$ cat config.mk
export PLATFORM = sky130hd
export DESIGN_NAME = cfs_cmd
export DESIGN_NICKNAME = d
export VERILOG_FILES = /design/src/cfs_pkg.sv /design/src/cfs_fifo.sv /design/src/cfs_cmd.sv
export SDC_FILE = /design/constraint.sdc
export NUM_CORES = 1
export LEC_CHECK = 0
export ABC_AREA = 1
export BUFFER_PORTS_ARGS = -buffer_cell sky130_fd_sc_hd__buf_2
export CAP_MARGIN = 40
export CORE_MARGIN = 3
export CORE_UTILIZATION = 40
export DETAILED_ROUTE_END_ITERATION = 16
export GPL_ROUTABILITY_DRIVEN = 0
export GPL_TIMING_DRIVEN = 0
export RECOVER_POWER = 50
export REMOVE_ABC_BUFFERS = 1
export SETUP_SLACK_MARGIN = 0.4
export SYNTH_ARGS = -nofsm -noshare
export SYNTH_HDL_FRONTEND = slang
export SYNTH_SLANG_ARGS = --single-unit
$ cat constraint.sdc
create_clock -name i_clk -period 9 [get_ports i_clk]
set_input_delay 1.35 -clock i_clk [delete_from_list [all_inputs] [get_ports i_clk]]
set_output_delay 1.35 -clock i_clk [all_outputs]
set_load 0.03 [all_outputs]
$ cat src/cfs_pkg.sv
// package for the serial command interpreter of the can adapter:
// command characters, status field positions, filter reset values.
// assumes ascii bytes from a serial receiver and a can core outside.
package cfs_pkg;
  localparam logic [7:0] CH_CR      = 8'h0D;
  localparam logic [7:0] CH_BELL    = 8'h07;
  localparam logic [7:0] CH_STAMP   = 8'h5A; // 'Z'
  localparam logic [7:0] CH_MASK    = 8'h6D; // 'm'
  localparam logic [7:0] CH_CODE    = 8'h4D; // 'M'
  localparam logic [7:0] CH_STATUS  = 8'h46; // status query
  localparam logic [7:0] CH_ZERO    = 8'h30;
  localparam logic [7:0] CH_ONE     = 8'h31;
  localparam int         STD_DIGITS = 3;
  localparam int         EXT_DIGITS = 8;
  localparam int         MAX_ARGS   = 9;
  // status word field positions
  localparam int         ERR_LSB    = 0;
  localparam int         TX_OK_BIT  = 3;
  localparam int         RX_OK_BIT  = 4;
  localparam int         PASV_BIT   = 5;
  localparam int         WARN_BIT   = 6;
  localparam int         BOFF_BIT   = 7;
  localparam logic [2:0] ERR_BIT0   = 3'h5;
  localparam logic [2:0] ERR_UNUSED = 3'h7;
  localparam logic [2:0] ERR_STUFF  = 3'h1;
  localparam logic [2:0] ERR_BIT1   = 3'h4;
  // filter reset values
  localparam logic [10:0] STD_MASK_RST = 11'h000;
  localparam logic [28:0] EXT_MASK_RST = 29'h00000000;
  localparam logic [10:0] STD_CODE_RST = 11'h7FF;
  localparam logic [28:0] EXT_CODE_RST = 29'h01FFFFFF;
  localparam int         FIFO_DEPTH  = 32;
endpackage : cfs_pkg

$ cat src/cfs_fifo.sv
// synchronous fifo with valid/ready on both sides.
// assumes one clock and a synchronous active-high reset.
`timescale 1ns/10ps
module cfs_fifo #(
  parameter int WIDTH = 8,
  parameter int DEPTH = 32
) (
  input  wire logic             i_clk,
  input  wire logic             i_srst,
  input  wire logic             i_in_valid,
  output logic                  o_in_ready,
  input  wire logic [WIDTH-1:0] i_in_data,
  output logic                  o_out_valid,
  input  wire logic             i_out_ready,
  output logic      [WIDTH-1:0] o_out_data
);
  localparam int AW = $clog2(DEPTH);
  logic [WIDTH-1:0] mem [DEPTH];
  logic [AW-1:0]    wr_reg;
  logic [AW-1:0]    rd_reg;
  logic [AW:0]      cnt_reg;
  wire              push = i_in_valid && o_in_ready;
  wire              pop  = o_out_valid && i_out_ready;

  // full and empty come straight from the occupancy count
  assign o_in_ready  = (cnt_reg != (AW+1)'(DEPTH));
  assign o_out_valid = (cnt_reg != '0);
  assign o_out_data  = mem[rd_reg];

  // pointers and count
  always_ff @(posedge i_clk) begin
    if (i_srst) begin
      wr_reg  <= '0;
      rd_reg  <= '0;
      cnt_reg <= '0;
    end else begin
      if (push) begin
        wr_reg <= (wr_reg == AW'(DEPTH-1)) ? '0 : wr_reg + AW'(1);
      end
      if (pop) begin
        rd_reg <= (rd_reg == AW'(DEPTH-1)) ? '0 : rd_reg + AW'(1);
      end
      cnt_reg <= cnt_reg + (AW+1)'(push) - (AW+1)'(pop);
    end
  end

  // storage has no reset; only written slots are ever read
  always_ff @(posedge i_clk) begin
    if (push) begin
      mem[wr_reg] <= i_in_data;
    end
  end
endmodule : cfs_fifo

$ cat src/cfs_cmd.sv
// serial command interpreter: timestamp on/off, acceptance mask and
// code, status query, receive filter feeding a frame-id fifo.
// assumes byte strobes from a uart and event pulses from a can core.
`timescale 1ns/10ps

// ----------------------------------------------------------------
// ----------------------------------------------------------------
module cfs_cmd #(
  parameter int DEPTH = cfs_pkg::FIFO_DEPTH
) (
  input  wire logic        i_clk,
  input  wire logic        i_srst,
  // serial receive byte stream
  input  wire logic        i_rx_valid,
  input  wire logic [7:0]  i_rx_data,
  // serial transmit byte stream
  output logic             o_tx_valid,
  input  wire logic        i_tx_ready,
  output logic      [7:0]  o_tx_data,
  // channel state from the open/close logic
  input  wire logic        i_chan_open,
  // can core events and levels
  input  wire logic        i_frame_valid,
  input  wire logic        i_frame_ext,
  input  wire logic [28:0] i_frame_id,
  output logic             o_frame_ready,
  input  wire logic        i_err_valid,
  input  wire logic [2:0]  i_err_code,
  input  wire logic        i_boff_11rec,
  input  wire logic        i_tx_done,
  input  wire logic        i_rx_done,
  input  wire logic        i_err_passive,
  input  wire logic        i_err_warn,
  input  wire logic        i_bus_off,
  // software write of the status word
  input  wire logic        i_stat_wr,
  input  wire logic [7:0]  i_stat_wdata,
  // settings and filtered frames
  output logic             o_stamp_en,
  output logic      [7:0]  o_status,
  output logic             o_fwd_valid,
  input  wire logic        i_fwd_ready,
  output logic      [29:0] o_fwd_data
);
  // ----------------------------------------------------------------
  // command parser
  // ----------------------------------------------------------------
  typedef enum logic [2:0] {
    ST_IDLE = 3'b001,
    ST_ARGS = 3'b010,
    ST_SEND = 3'b100
  } cfs_state_e;

  cfs_state_e  st_reg;
  logic [7:0]  cmd_reg;
  logic [31:0] val_reg;
  logic [3:0]  nargs_reg;
  logic        bad_reg;
  logic [7:0]  resp_reg [3];
  logic [1:0]  rlen_reg;
  logic [1:0]  ridx_reg;
  logic        stamp_reg;
  logic [10:0] smask_reg;
  logic [28:0] emask_reg;
  logic [10:0] scode_reg;
  logic [28:0] ecode_reg;
  logic [2:0]  err_reg;
  logic        txok_reg;
  logic        rxok_reg;

  // hex digit decode, either letter case; bit 4 flags a valid digit
  function automatic logic [4:0] cfs_hex_val(input logic [7:0] c);
    if (c >= 8'h30 && c <= 8'h39) return {1'b1, 4'(c - 8'h30)};
    if (c >= 8'h41 && c <= 8'h46) return {1'b1, 4'(c - 8'h37)};
    if (c >= 8'h61 && c <= 8'h66) return {1'b1, 4'(c - 8'h57)};
    return 5'h00;
  endfunction : cfs_hex_val

  function automatic logic [7:0] cfs_hex_chr(input logic [3:0] n);
    return (n < 4'hA) ? 8'(n) + 8'h30 : 8'(n) + 8'h37;
  endfunction : cfs_hex_chr

  // masked compare: only bits with mask one take part
  function automatic logic cfs_match(input logic [28:0] id,
                                     input logic [28:0] msk,
                                     input logic [28:0] code);
    return ((id ^ code) & msk) == 29'h00000000;
  endfunction : cfs_match

  wire [4:0] dig      = cfs_hex_val(i_rx_data);
  wire       is_cr    = (i_rx_data == cfs_pkg::CH_CR);
  wire       is_known = (i_rx_data == cfs_pkg::CH_STAMP) ||
                        (i_rx_data == cfs_pkg::CH_MASK) ||
                        (i_rx_data == cfs_pkg::CH_CODE) ||
                        (i_rx_data == cfs_pkg::CH_STATUS);
  wire       idle     = (st_reg == ST_IDLE);
  wire       args     = (st_reg == ST_ARGS);
  wire       fin      = args && i_rx_valid && is_cr;
  wire       is_std   = (nargs_reg == 4'(cfs_pkg::STD_DIGITS));
  wire       is_ext   = (nargs_reg == 4'(cfs_pkg::EXT_DIGITS));
  wire       len_ok   = is_std || is_ext;
  wire       is_stamp = (cmd_reg == cfs_pkg::CH_STAMP);
  wire       is_mask  = (cmd_reg == cfs_pkg::CH_MASK);
  wire       is_code  = (cmd_reg == cfs_pkg::CH_CODE);
  wire       is_stat  = (cmd_reg == cfs_pkg::CH_STATUS);
  wire       stamp_ok = is_stamp && !bad_reg && !i_chan_open &&
                        nargs_reg == 4'h1 && val_reg[31:1] == '0;
  // mask/code never touch the channel state: it simply stays as it was
  wire       filt_ok  = (is_mask || is_code) && !bad_reg && len_ok;
  wire       stat_ok  = is_stat && !bad_reg && nargs_reg == 4'h0;
  wire       cmd_ok   = stamp_ok || filt_ok || stat_ok;
  wire       tx_fire  = o_tx_valid && i_tx_ready;

  // parser sequencing; bytes arriving while a reply drains are dropped
  always_ff @(posedge i_clk) begin
    if (i_srst) begin
      st_reg    <= ST_IDLE;
      cmd_reg   <= 8'h00;
      val_reg   <= 32'h00000000;
      nargs_reg <= 4'h0;
      bad_reg   <= 1'b0;
      ridx_reg  <= 2'h0;
    end else begin
      unique case (st_reg)
        ST_IDLE: begin
          if (i_rx_valid) begin
            cmd_reg   <= i_rx_data;
            val_reg   <= 32'h00000000;
            nargs_reg <= 4'h0;
            bad_reg   <= !is_known;
            st_reg    <= is_cr ? ST_SEND : ST_ARGS;
            ridx_reg  <= 2'h0;
          end
        end
        ST_ARGS: begin
          if (i_rx_valid && is_cr) begin
            st_reg   <= ST_SEND;
            ridx_reg <= 2'h0;
          end else if (i_rx_valid) begin
            val_reg <= {val_reg[27:0], dig[3:0]};
            if (!dig[4] || nargs_reg == 4'(cfs_pkg::MAX_ARGS)) begin
              bad_reg <= 1'b1;
            end else begin
              nargs_reg <= nargs_reg + 4'h1;
            end
          end
        end
        ST_SEND: begin
          if (tx_fire) begin
            if (ridx_reg == rlen_reg) begin
              st_reg <= ST_IDLE;
            end
            // wrap to zero so the index never leaves the reply array
            ridx_reg <= (ridx_reg == rlen_reg) ? 2'h0 : ridx_reg + 2'h1;
          end
        end
      endcase
    end
  end

  // ----------------------------------------------------------------
  // reply builder
  // ----------------------------------------------------------------
  // a bare CR outside a command is answered with BELL as malformed
  always_ff @(posedge i_clk) begin
    if (i_srst) begin
      resp_reg[0] <= 8'h00;
      resp_reg[1] <= 8'h00;
      resp_reg[2] <= 8'h00;
      rlen_reg    <= 2'h0;
    end else if (fin && stat_ok) begin
      resp_reg[0] <= cfs_hex_chr(o_status[7:4]);
      resp_reg[1] <= cfs_hex_chr(o_status[3:0]);
      resp_reg[2] <= cfs_pkg::CH_CR;
      rlen_reg    <= 2'h2;
    end else if (fin || (idle && i_rx_valid && is_cr)) begin
      resp_reg[0] <= (fin && cmd_ok) ? cfs_pkg::CH_CR
                                     : cfs_pkg::CH_BELL;
      rlen_reg    <= 2'h0;
    end
  end

  assign o_tx_valid = (st_reg == ST_SEND);
  assign o_tx_data  = resp_reg[ridx_reg];

  // ----------------------------------------------------------------
  // settings
  // ----------------------------------------------------------------
  // settings change only on a fully valid command
  always_ff @(posedge i_clk) begin
    if (i_srst) begin
      stamp_reg <= 1'b0;
      smask_reg <= cfs_pkg::STD_MASK_RST;
      emask_reg <= cfs_pkg::EXT_MASK_RST;
      scode_reg <= cfs_pkg::STD_CODE_RST;
      ecode_reg <= cfs_pkg::EXT_CODE_RST;
    end else if (fin) begin
      if (stamp_ok) begin
        stamp_reg <= val_reg[0];
      end
      if (filt_ok && is_mask && is_std) begin
        smask_reg <= val_reg[10:0];
      end
      if (filt_ok && is_mask && is_ext) begin
        emask_reg <= val_reg[28:0];
      end
      if (filt_ok && is_code && is_std) begin
        scode_reg <= val_reg[10:0];
      end
      if (filt_ok && is_code && is_ext) begin
        ecode_reg <= val_reg[28:0];
      end
    end
  end

  assign o_stamp_en = stamp_reg;

  // ----------------------------------------------------------------
  // acceptance filter
  // ----------------------------------------------------------------
  // blocked frames are consumed at once; passing frames wait for room
  wire [28:0] f_mask = i_frame_ext ? emask_reg : {18'h0, smask_reg};
  wire [28:0] f_code = i_frame_ext ? ecode_reg : {18'h0, scode_reg};
  wire        f_pass = cfs_match(i_frame_id, f_mask, f_code);
  wire        q_ready;

  assign o_frame_ready = q_ready || !f_pass;

  cfs_fifo #(
    .WIDTH (30),
    .DEPTH (DEPTH)
  ) u_fifo (
    .i_clk       (i_clk),
    .i_srst      (i_srst),
    .i_in_valid  (i_frame_valid && f_pass),
    .o_in_ready  (q_ready),
    .i_in_data   ({i_frame_ext, i_frame_id}),
    .o_out_valid (o_fwd_valid),
    .i_out_ready (i_fwd_ready),
    .o_out_data  (o_fwd_data)
  );

  // ----------------------------------------------------------------
  // status word
  // ----------------------------------------------------------------
  // bus events win over a software write in the same cycle
  always_ff @(posedge i_clk) begin
    if (i_srst) begin
      err_reg  <= cfs_pkg::ERR_UNUSED;
      txok_reg <= 1'b0;
      rxok_reg <= 1'b0;
    end else begin
      if (i_boff_11rec) begin
        err_reg <= cfs_pkg::ERR_BIT0;
      end else if (i_err_valid) begin
        err_reg <= i_err_code;
      end else if (i_stat_wr) begin
        err_reg <= i_stat_wdata[2:0];
      end
      if (i_tx_done) begin
        txok_reg <= 1'b1;
      end else if (i_stat_wr) begin
        txok_reg <= i_stat_wdata[cfs_pkg::TX_OK_BIT];
      end
      if (i_rx_done) begin
        rxok_reg <= 1'b1;
      end else if (i_stat_wr) begin
        rxok_reg <= i_stat_wdata[cfs_pkg::RX_OK_BIT];
      end
    end
  end

  // read-only state bits pass straight through from the core
  assign o_status = {i_bus_off,
                     i_err_warn,
                     i_err_passive,
                     rxok_reg, txok_reg, err_reg};

  // ----------------------------------------------------------------
  // checks
  // ----------------------------------------------------------------
  chk_stamp_closed: assert property (
    @(posedge i_clk) disable iff (i_srst)
    fin && is_stamp && i_chan_open |=> $stable(stamp_reg))
    else $error("timestamp changed while channel open");
  chk_stamp_set: assert property (
    @(posedge i_clk) disable iff (i_srst)
    fin && stamp_ok |=> stamp_reg == $past(val_reg[0]))
    else $error("timestamp setting not applied");
  chk_mask_std: assert property (
    @(posedge i_clk) disable iff (i_srst)
    fin && filt_ok && is_mask && is_std
    |=> smask_reg == $past(val_reg[10:0]))
    else $error("standard mask not stored");
  chk_mask_ext: assert property (
    @(posedge i_clk) disable iff (i_srst)
    fin && filt_ok && is_mask && is_ext
    |=> emask_reg == $past(val_reg[28:0]))
    else $error("extended mask not stored");
  chk_code_std: assert property (
    @(posedge i_clk) disable iff (i_srst)
    fin && filt_ok && is_code && is_std
    |=> scode_reg == $past(val_reg[10:0]))
    else $error("standard code not stored");
  chk_code_ext: assert property (
    @(posedge i_clk) disable iff (i_srst)
    fin && filt_ok && is_code && is_ext
    |=> ecode_reg == $past(val_reg[28:0]))
    else $error("extended code not stored");
  chk_filter_block: assert property (
    @(posedge i_clk) disable iff (i_srst)
    i_frame_valid && ((i_frame_id ^ f_code) & f_mask) != '0
    |-> o_frame_ready && !u_fifo.push)
    else $error("mismatched frame entered queue");
  // a refused filter command must not leave a half-written setting
  chk_filt_keep: assert property (
    @(posedge i_clk) disable iff (i_srst)
    fin && (is_mask || is_code) && !filt_ok |=> $stable(smask_reg) &&
    $stable(emask_reg) && $stable(scode_reg) && $stable(ecode_reg))
    else $error("filter setting changed by bad command");
  chk_bad_bell: assert property (
    @(posedge i_clk) disable iff (i_srst)
    fin && !cmd_ok |=> o_tx_valid && o_tx_data == cfs_pkg::CH_BELL
    ##1 !o_tx_valid || !$past(i_tx_ready))
    else $error("malformed command not answered with bell");
  // a stalled consumer must see the same reply byte until it takes it
  chk_tx_hold: assert property (
    @(posedge i_clk) disable iff (i_srst)
    o_tx_valid && !i_tx_ready |=> o_tx_valid && $stable(o_tx_data))
    else $error("reply byte dropped before taken");
  chk_stat_reply: assert property (
    @(posedge i_clk) disable iff (i_srst)
    fin && stat_ok |=> rlen_reg == 2'h2 &&
    resp_reg[2] == cfs_pkg::CH_CR)
    else $error("status reply malformed");
  chk_err_event: assert property (
    @(posedge i_clk) disable iff (i_srst)
    i_err_valid && !i_boff_11rec |=> err_reg == $past(i_err_code))
    else $error("error code event not loaded");
  chk_boff_code: assert property (
    @(posedge i_clk) disable iff (i_srst)
    i_boff_11rec |=> o_status[2:0] == cfs_pkg::ERR_BIT0)
    else $error("bus-off recovery code not loaded");
  chk_code_hold: assert property (
    @(posedge i_clk) disable iff (i_srst)
    err_reg == cfs_pkg::ERR_UNUSED && !i_err_valid && !i_boff_11rec &&
    !i_stat_wr |=> err_reg == cfs_pkg::ERR_UNUSED)
    else $error("unused code lost without event");
  chk_txok_sticky: assert property (
    @(posedge i_clk) disable iff (i_srst)
    i_tx_done |=> o_status[3] [*2] or
    (o_status[3] ##1 $past(i_stat_wr)))
    else $error("transmit ok flag not held");
  chk_rxok_set: assert property (
    @(posedge i_clk) disable iff (i_srst)
    i_rx_done |=> o_status[4])
    else $error("receive ok flag not set");
endmodule : cfs_cmd

Word level (Yosys, flattened, before mapping)
Memory sizes are Yosys's and may differ from the RTL's. A register that Yosys moved wholly into a read port is not among the register bits.
Index checks and enable logic that the tools add are counted.
Widths: inputs -> output; s select.
{ "totals": {"input_bits": 64, "memories": 2, "output_inout_bits": 50, "wordCells": 213, "ram_bits": 981, "register_bits": 153} }
{ "classes": {"muxes": 72, "order_cmp": 8, "eq_ne": 28, "n_addsub": 13, "bitwise": 6, "n_reduce_logical": 65} }
{ "memory_table": {"columns": ["name", "words", "width", "rd", "rd_ports_with_merged_regs", "wr", "line_no", "text"], "rows": [
  ["u_fifo.mem", 32, 30, 1, 1, 1, "cfs_fifo.sv:18", "logic [WIDTH-1:0] mem [DEPTH];"],
  ["resp_reg", 3, 7, 1, 1, 3, "cfs_cmd.sv:59", "logic [7:0] resp_reg [3];"]
]} }
{ "op_table": {"columns": ["op", "n"], "rows": [
  ["$mux 32", 3],
  ["$eq 8x7->1 const B", 8],
  ["$pmux 32 s2", 1],
  ["$mux 29", 2],
  ["$mux 5", 10],
  ["$mux 7", 6],
  ["$logic_not 31->1", 1],
  ["$and 29x29->29", 1],
  ["$logic_not 29->1", 1],
  ["$xor 29x29->29", 1],
  ["$add 4x6->7 const B", 4],
  ["$logic_and 1x1->1", 28],
  ["$mux 1", 25],
  ["$mux 3", 7],
  ["$mux 4", 5],
  ["$mux 2", 9],
  ["$ge 8x7->1 const B", 2],
  ["$le 8x7->1 const B", 2],
  ["$reduce_and 2->1", 6],
  ["$add 5x1->5 const B", 2],
  ["$eq 5x5->1 const B", 2],
  ["$logic_or 1x1->1", 10],
  ["$reduce_and 5->1", 2],
  ["$reduce_bool 2->1", 5],
  ["other kinds (32)", 49]
]} }

Depth between registers and ports, before layout
Gate-level depths: netlist of run 1.
{ "logic_depth": {"ltp_word": 15, "depth_mapped": 20, "ltp_nobuf": 20} }

Modules after synthesis
Synthesis of run 1 repeated with hierarchy kept, for this count alone.
{ "unflattened": {"hier_cells": 4502, "area_unflattened_um2": 47366.7} }
{ "by_module_without_submodules": {"columns": ["module", "cells_per_inst", "seq_area_each_um2", "area_per_inst_um2", "instances"], "rows": [
  ["cfs_fifo", 3413, 29248.1, 39854.5, 1],
  ["cfs_cmd", 1089, 3183.1, 7512.2, 1]
]} }

Worst setup path after synthesis of run 1
OpenSTA, ideal clock, no wires.
{ "synth_path": {"kind": "input -> register", "startpoint": "input i_frame_id[4]", "endpoint": "memory u_fifo.mem[0][0], enable pin", "cell_stages": 10, "t_required_ns": 8.583, "setup_time_ns": 0.417, "n_path_buf": 0, "arrival_ns": 3.778, "setup_slack_ns": 4.805, "cell_sequence": "or2_2 nand3_1 o21ai_0 nor2_1 nand3_1 nand2_1 nand2_1 inv_1 nand2_1 nor2_1"} }
{ "synth_between": {"elab_chain_len": 7} }
{ "synth_rtl": {"columns": ["item", "line_no", "text"], "rows": [
  ["from (decl)", "cfs_cmd.sv:25", "input wire logic [28:0] i_frame_id,"],
  ["$xor 29x29->29", "cfs_cmd.sv:87", "return ((id ^ code) & msk) == 29'h00000000;"],
  ["$and 29x29->29", "cfs_cmd.sv:87", null],
  ["$logic_not 29->1", "cfs_cmd.sv:87", null],
  ["$logic_and 1x1->1", "cfs_cmd.sv:235", ".i_in_valid (i_frame_valid && f_pass),"],
  ["$logic_and 1x1->1", "cfs_fifo.sv:22", "wire push = i_in_valid && o_in_ready;"],
  ["named net u_fifo.push", "cfs_fifo.sv:22", null],
  ["$mux 1", "cfs_fifo.sv:49", "if (push) begin"],
  ["$mux 1 (implied by the code)", "cfs_fifo.sv:50", "mem[wr_reg] <= i_in_data;"],
  ["to (decl)", "cfs_fifo.sv:18", null]
]} }
The timed path passes the listed nets, and every way through them passes these cells.

==> results of run 1 <==
==> cells in the final DEF (no fill, tap or decap), types with 2 or more instances in the layout <==
cell type   instances
nand3_1           117
ha_1               25
buf_12             32
dfxtp_4             4
dfxtp_1           160
o21ai_1            10
o221ai_1          176
buf_2              72
or2_2               4
nor3_1             23
nand2_1           222
o21ai_0           605
nor2_4             34
buf_16             43
inv_1             179
a211oi_2           16
clkinv_2           25
nor2_1            673
o211ai_1           14
inv_8               2
xor2_1              7
clkbuf_1           68
a31oi_1            27
clkinvlp_4          3
nand2_2             2
clkinv_1           24
nand4_1            20
diode_2             2
clkbuf_8            4
nor4_1              7
a21oi_1           113
a211oi_1           50
o22ai_1            68
bufinv_16           5
clkbuf_16         116
clkbuf_2            2
edfxtp_1          970
inv_6               6
==> per-stage QoR <==
step                      std cells  total power [W]  setup slack, ps  area, µm²  TNS (ps)
final                          5450           0.0127             2640      52500         0
after detailed placement       5229          0.00832             3640      49100         0
after floorplan                3544          0.00748           -14140      44600   -423140
after global placement         5153          0.00834           -46050      47000  -1377620
after CTS                      5446           0.0128             3050      52700         0
after global routing           5448           0.0133             2300      52500         0
==> where the power goes <==
group	switching, W	leakage (nW)	internal (W)
clock	0.00198	1.75	0.00255
sequential	0.000109	10.1	0.00582
combinational	0.00161	5.79	0.000682
total	0.00369	17.6	0.00905
==> cell families after synthesis <==
family,share of synthesized area
adder cells (fa/ha/maj),0.00729
other,0.0000822
flip-flops,0.711
AND/OR/NAND/NOR,0.0978
AO/OA/AOI/OAI,0.144
XOR/XNOR,0.00154
buffers and inverters,0.0388
==> worst paths after layout <==
| check | slack (ps) | start | to | depth (start not counted) |
|---|---|---|---|---|
| setup / recovery | 2640 | i_srst | resp_reg[0][1] | 6 |
| hold / removal | 460 | cmd_reg[7] | cmd_reg[7] | 2 |
| setup reg to reg | 5120 | ecode_reg[0] | u_fifo.mem[26][8] | 14 |
| hold reg to reg | 460 | cmd_reg[7] | cmd_reg[7] | 2 |
==> routing by layer <==
layer | global-route usage | share of wire | vias to the layer above
li1 | - | - | 14072
met1 | 0.296 | 0.44 | 15127
met2 | 0.324 | 0.46 | 1227
met3 | 0.0314 | 0.074 | 243
met4 | 0.0760 | 0.033 | 2
met5 | 0 | 0.000088 | -
==> layout make-up <==
type,instances,area share
flip-flops and latches,1135,0.617
multi-input cells,2225,0.221
clock buffers,152,0.0586
repair buffers,187,0.0447
well taps,1500,0.0357
inverters,184,0.0136
clock inverters,65,0.00907
diodes,2,0.0000952
==> critical path: stages <==
cell and delay, ps:
clkbuf_1 2170, inv_1 1920, nand2_1 830, inv_1 230, o211ai_1 150, nand2_1 70
==> out/qor.csv, run 1 <==
metric,value,unit
multi_input_area,0.0116,mm²
setup_viol,0,
core_area,0.113,mm²
cp.required,9430,ps
cts.sinks,1135,
synth_seq_cells,1135,
path_max_fanout,58,
ys_types,40,
ys_warn_count,0,
cts_tree,built,
start_util,0.405,
critPathLaunchType,primary input,
io_pins,114,
netlist_instances,3797,
skew,36.9,ps
drive_above_1_share,0.0968,
grt_pass1_wl,185,mm
clk_pin_slew,60,ps
rows,123,
p_leak,17.6,nW
grt_max_degree,134,
grt_use_total,0.208,
yosys-top-cells-area,"edfxtp_1 (64%), dfxtp_1 (7.2%), o21ai_0 (6.6%)",
grt_pass1_vias,29133,
netlist_top_cells_count,"edfxtp_1 (970), nor2_1 (705), o21ai_0 (605), nand2_1 (223)",
largest_register_ffs,960,
fin_util,0.466,
period_needed,6360,ps
wire_per_inst,22.9,µm
port_buffers,109,
syn_to_final_growth,15.2,%
crit_type,in2reg,
synthFlopType,edfxtp_1,
postCtsSetupRepairBufs,0,
vias_per_cell,5.63,
syn_area_per_cell,12.0,µm²
final_net_count,3939,
tightest_slew,3140,ps
ys_async_sr_fraction,0,
synth_most_common_cell,edfxtp_1,
fp.dieH,344,µm
max-vdd-ir-drop,0.210,mV
synth.cell_area,0.0456,mm²
drt_wl_total,125,mm
relSlewSlack,-1.10,
powerDensity,242,mW/mm²
drc,0,
antenna_found_initial,3,
yosysTopAreaCell,edfxtp_1,
fp.dieW,344,µm
arrival,6800,ps
cts_buffers,116,
outcome,finished with violations,
hold_viol_final,0,
hold_path_class,reg2reg,
seq_area_frac_synth,0.711,
cts_hold_buf,0,
dieArea,0.118,mm²
synth.top_cell.area_share,0.638,
cts-root-buf,clkbuf_16,
worstSkewPairLatency,690,ps
fin_crit_sh,0.707,
fillerInstances,9923,
grt_setup_unrepaired,no,
violations,"capacitance limit, slew limit",
maxSlewViolCount,519,
drt_first_pass_iters,5,
maxCapViolCount,14,
grt_overflow,0,
drtAntennaViolNets,0,
hold_ws,463,ps
synth_edf_count,970,
hpwlAfterDp,72.6,mm
cts.htree.levels,3,
seqCellArea,0.0324,mm²
cts_resized,0,
clock_path_buffers,3,
drt_iter0_drc,3590,
vias,30671,
end_kind,register,
max_freq,157,MHz
Power figures use the tool's default switching activity.
==> run 2: changes to the inputs <==
==> constraint.sdc (replaced) <==
create_clock -name i_clk -period 6 [get_ports i_clk]
set_input_delay 0.9 -clock i_clk [delete_from_list [all_inputs] [get_ports i_clk]]
set_output_delay 0.9 -clock i_clk [all_outputs]
set_load 0.03 [all_outputs]
==> run 2 against run 1 <==
Net effect: the flow still finishes with violations (capacitance limit, slew limit); clock skew fell by 2.8 ps; critical path depth rose by 5; wire length rose by 0.25%; worst setup slack got worse by 1900 ps; final cell count barely moved; via count rose by 0.51%; register-to-register slack got worse by 3000 ps; non-clock buffer count rose by 1; core utilization barely moved; critical path type is now reg2out; largest cell class unchanged; highest routed layer unchanged.
==> out/qor.csv, run 2 (same netlist as run 1, synthesis figures left out) <==
metric,value,unit,change
worst-r2r-cell-count,14,,unchanged
antenna_found_initial,3,,unchanged
max-vdd-ir-drop,0.313,mV,+49%
cts.htree.levels,3,,unchanged
hold-path-cell-count,2,,unchanged
seqCellArea,0.0324,mm²,unchanged
fin_cells,5452,,+0.037%
mostFrequentLayoutCell,edfxtp_1,,
r2r_slack,2100,ps,-3020 ps
rows,123,,unchanged
hold_ws,430,ps,-33.4 ps
cts.sinks,1135,,unchanged
maxCapViolCount,11,,-3
outcome,finished with violations,,
grt_use_total,0.208,,unchanged
drc,0,,unchanged
grt_pass1_vias,29133,,unchanged
dp_cells,5229,,unchanged
fillerInstances,9919,,-0.040%
clk_pin_slew,60,ps,about the same
mostFrequentLayoutCells,"edfxtp_1 (970), nor2_1 (673), o21ai_0 (605)",,
io_pins,114,,unchanged
reg2reg_from,ecode_reg[20],,
hold_start,i_boff_11rec,,
setup_viol,0,,unchanged
syn_to_final_growth,15.2,%,about the same
place_area,0.0491,mm²,unchanged
hold-path-endpoint,err_reg[1],,
cts_hold_buf,0,,unchanged
critPathLaunchType,register,,
end_kind,primary output,,
largest_register_ffs,960,,unchanged
violations,"capacitance limit, slew limit",,
dieArea,0.118,mm²,unchanged
path_max_fanout,125,,+120%
drtAntennaViolNets,0,,unchanged
fp.dieW,344,µm,unchanged
relSlewSlack,-1.07,,+0.0271
cts_tree,built,,
fin_crit_sh,0.883,,
clock_path_buffers,3,,unchanged
drt_iter0_drc,3701,,+3.1%
arrival,4400,ps,-2400 ps
grt_overflow,0,,unchanged
cts_buffers,116,,unchanged
vias_per_cell,5.65,,+0.47%
hold_viol_final,0,,unchanged
drive_above_1_share,0.0967,,about the same
maxSlewViolCount,405,,-22%
grt_setup_unrepaired,no,,
critical-path-top-delay-family,buffers and inverters,,
design_area,0.0526,mm²,about the same
start_util,0.405,,unchanged
multi_input_area,0.0116,mm²,about the same
cp.required,5100,ps,-4330 ps
crit_type,reg2out,,
skew,34.1,ps,-2.78 ps
fp.dieH,344,µm,unchanged
final_net_count,3940,,+0.025%
drt_wl_total,125,mm,+0.25%
crit_path_cell_trace,buf_16 > buf_16 > inv_8 > buf_16 > o21ai_0 > o22ai_1 > o21ai_0 > o21ai_0 > nand2_1 > nand2_1 > buf_2,,
max_freq,189,MHz,
hold_path_class,in2reg,,
period_needed,5300,ps,
cp_slowest_cell,inv_8,,
fin_util,0.466,,about the same
worstSkewPairLatency,690,ps,about the same
wire_per_inst,23.0,µm,+0.21%
vias,30827,,+0.51%
tightest_slew,3100,ps,-40.7 ps
grt_max_degree,134,,unchanged
hpwlAfterDp,72.6,mm,unchanged
cpPeakStageDelay,610,ps,-1560 ps
core_area,0.113,mm²,unchanged
fin_setup_tns,0,ps,unchanged
cts-root-buf,clkbuf_16,,
grt_pass1_wl,185,mm,unchanged
critPathBufInv,5,,+2
drt_first_pass_iters,7,,+2
r2r-end,u_fifo.mem[26][26],,
port_buffers,109,,unchanged
p_leak,17.6,nW,about the same
powerDensity,364,mW/mm²,+50%
## run 2: final cells by class
class                           instances  share of cell area
Multi-Input combinational cell       2225               0.221
Sequential cell                      1135               0.617
Antenna cell                            3            0.000143
Inverter                              184              0.0137
Clock buffer                          152              0.0586
Tap cell                             1500              0.0357
Clock inverter                         65             0.00907
Timing Repair Buffer                  188              0.0450
## run 2: report_power, final
part           internal [W]  switching [W]
combinational       0.00103        0.00243
clock               0.00382        0.00296
sequential          0.00872       0.000155
total                0.0136        0.00555
## run 2: per-stage QoR
| stage | setup slack [ps] | power (W) |
|---|---|---|
| final | 704 | 0.0191 |
| after global routing | 467 | 0.0200 |
| after CTS | 505 | 0.0192 |
| after detailed placement | 1090 | 0.0125 |
| after global placement | -48600 | 0.0125 |
| after floorplan | -16690 | 0.0112 |
## run 2: per-layer routing
layer,share of wire,up-vias,global-route usage
met5,0.000088,-,0
met1,0.44,15273,0.296
met3,0.072,248,0.0314
met2,0.46,1225,0.324
li1,-,14079,-
met4,0.034,2,0.0760
## run 2: how the worst max path moves through the flow
| stage | end | cells past startpoint |
|---|---|---|
| finish | o_fwd_data[0] | 11 |
| global route | o_fwd_data[5] | 12 |
| CTS | o_fwd_data[5] | 12 |
| detailed placement | u_fifo.mem[26][26] | 15 |
| global placement | o_fwd_data[26] | 6 |
| floorplan | o_fwd_data[0] | 7 |
## run 2: what timing repair did
item	4_1_cts	5_1_grt
setup buffers	0	1
setup endpoints to repair	0	3
resized for setup	0	2
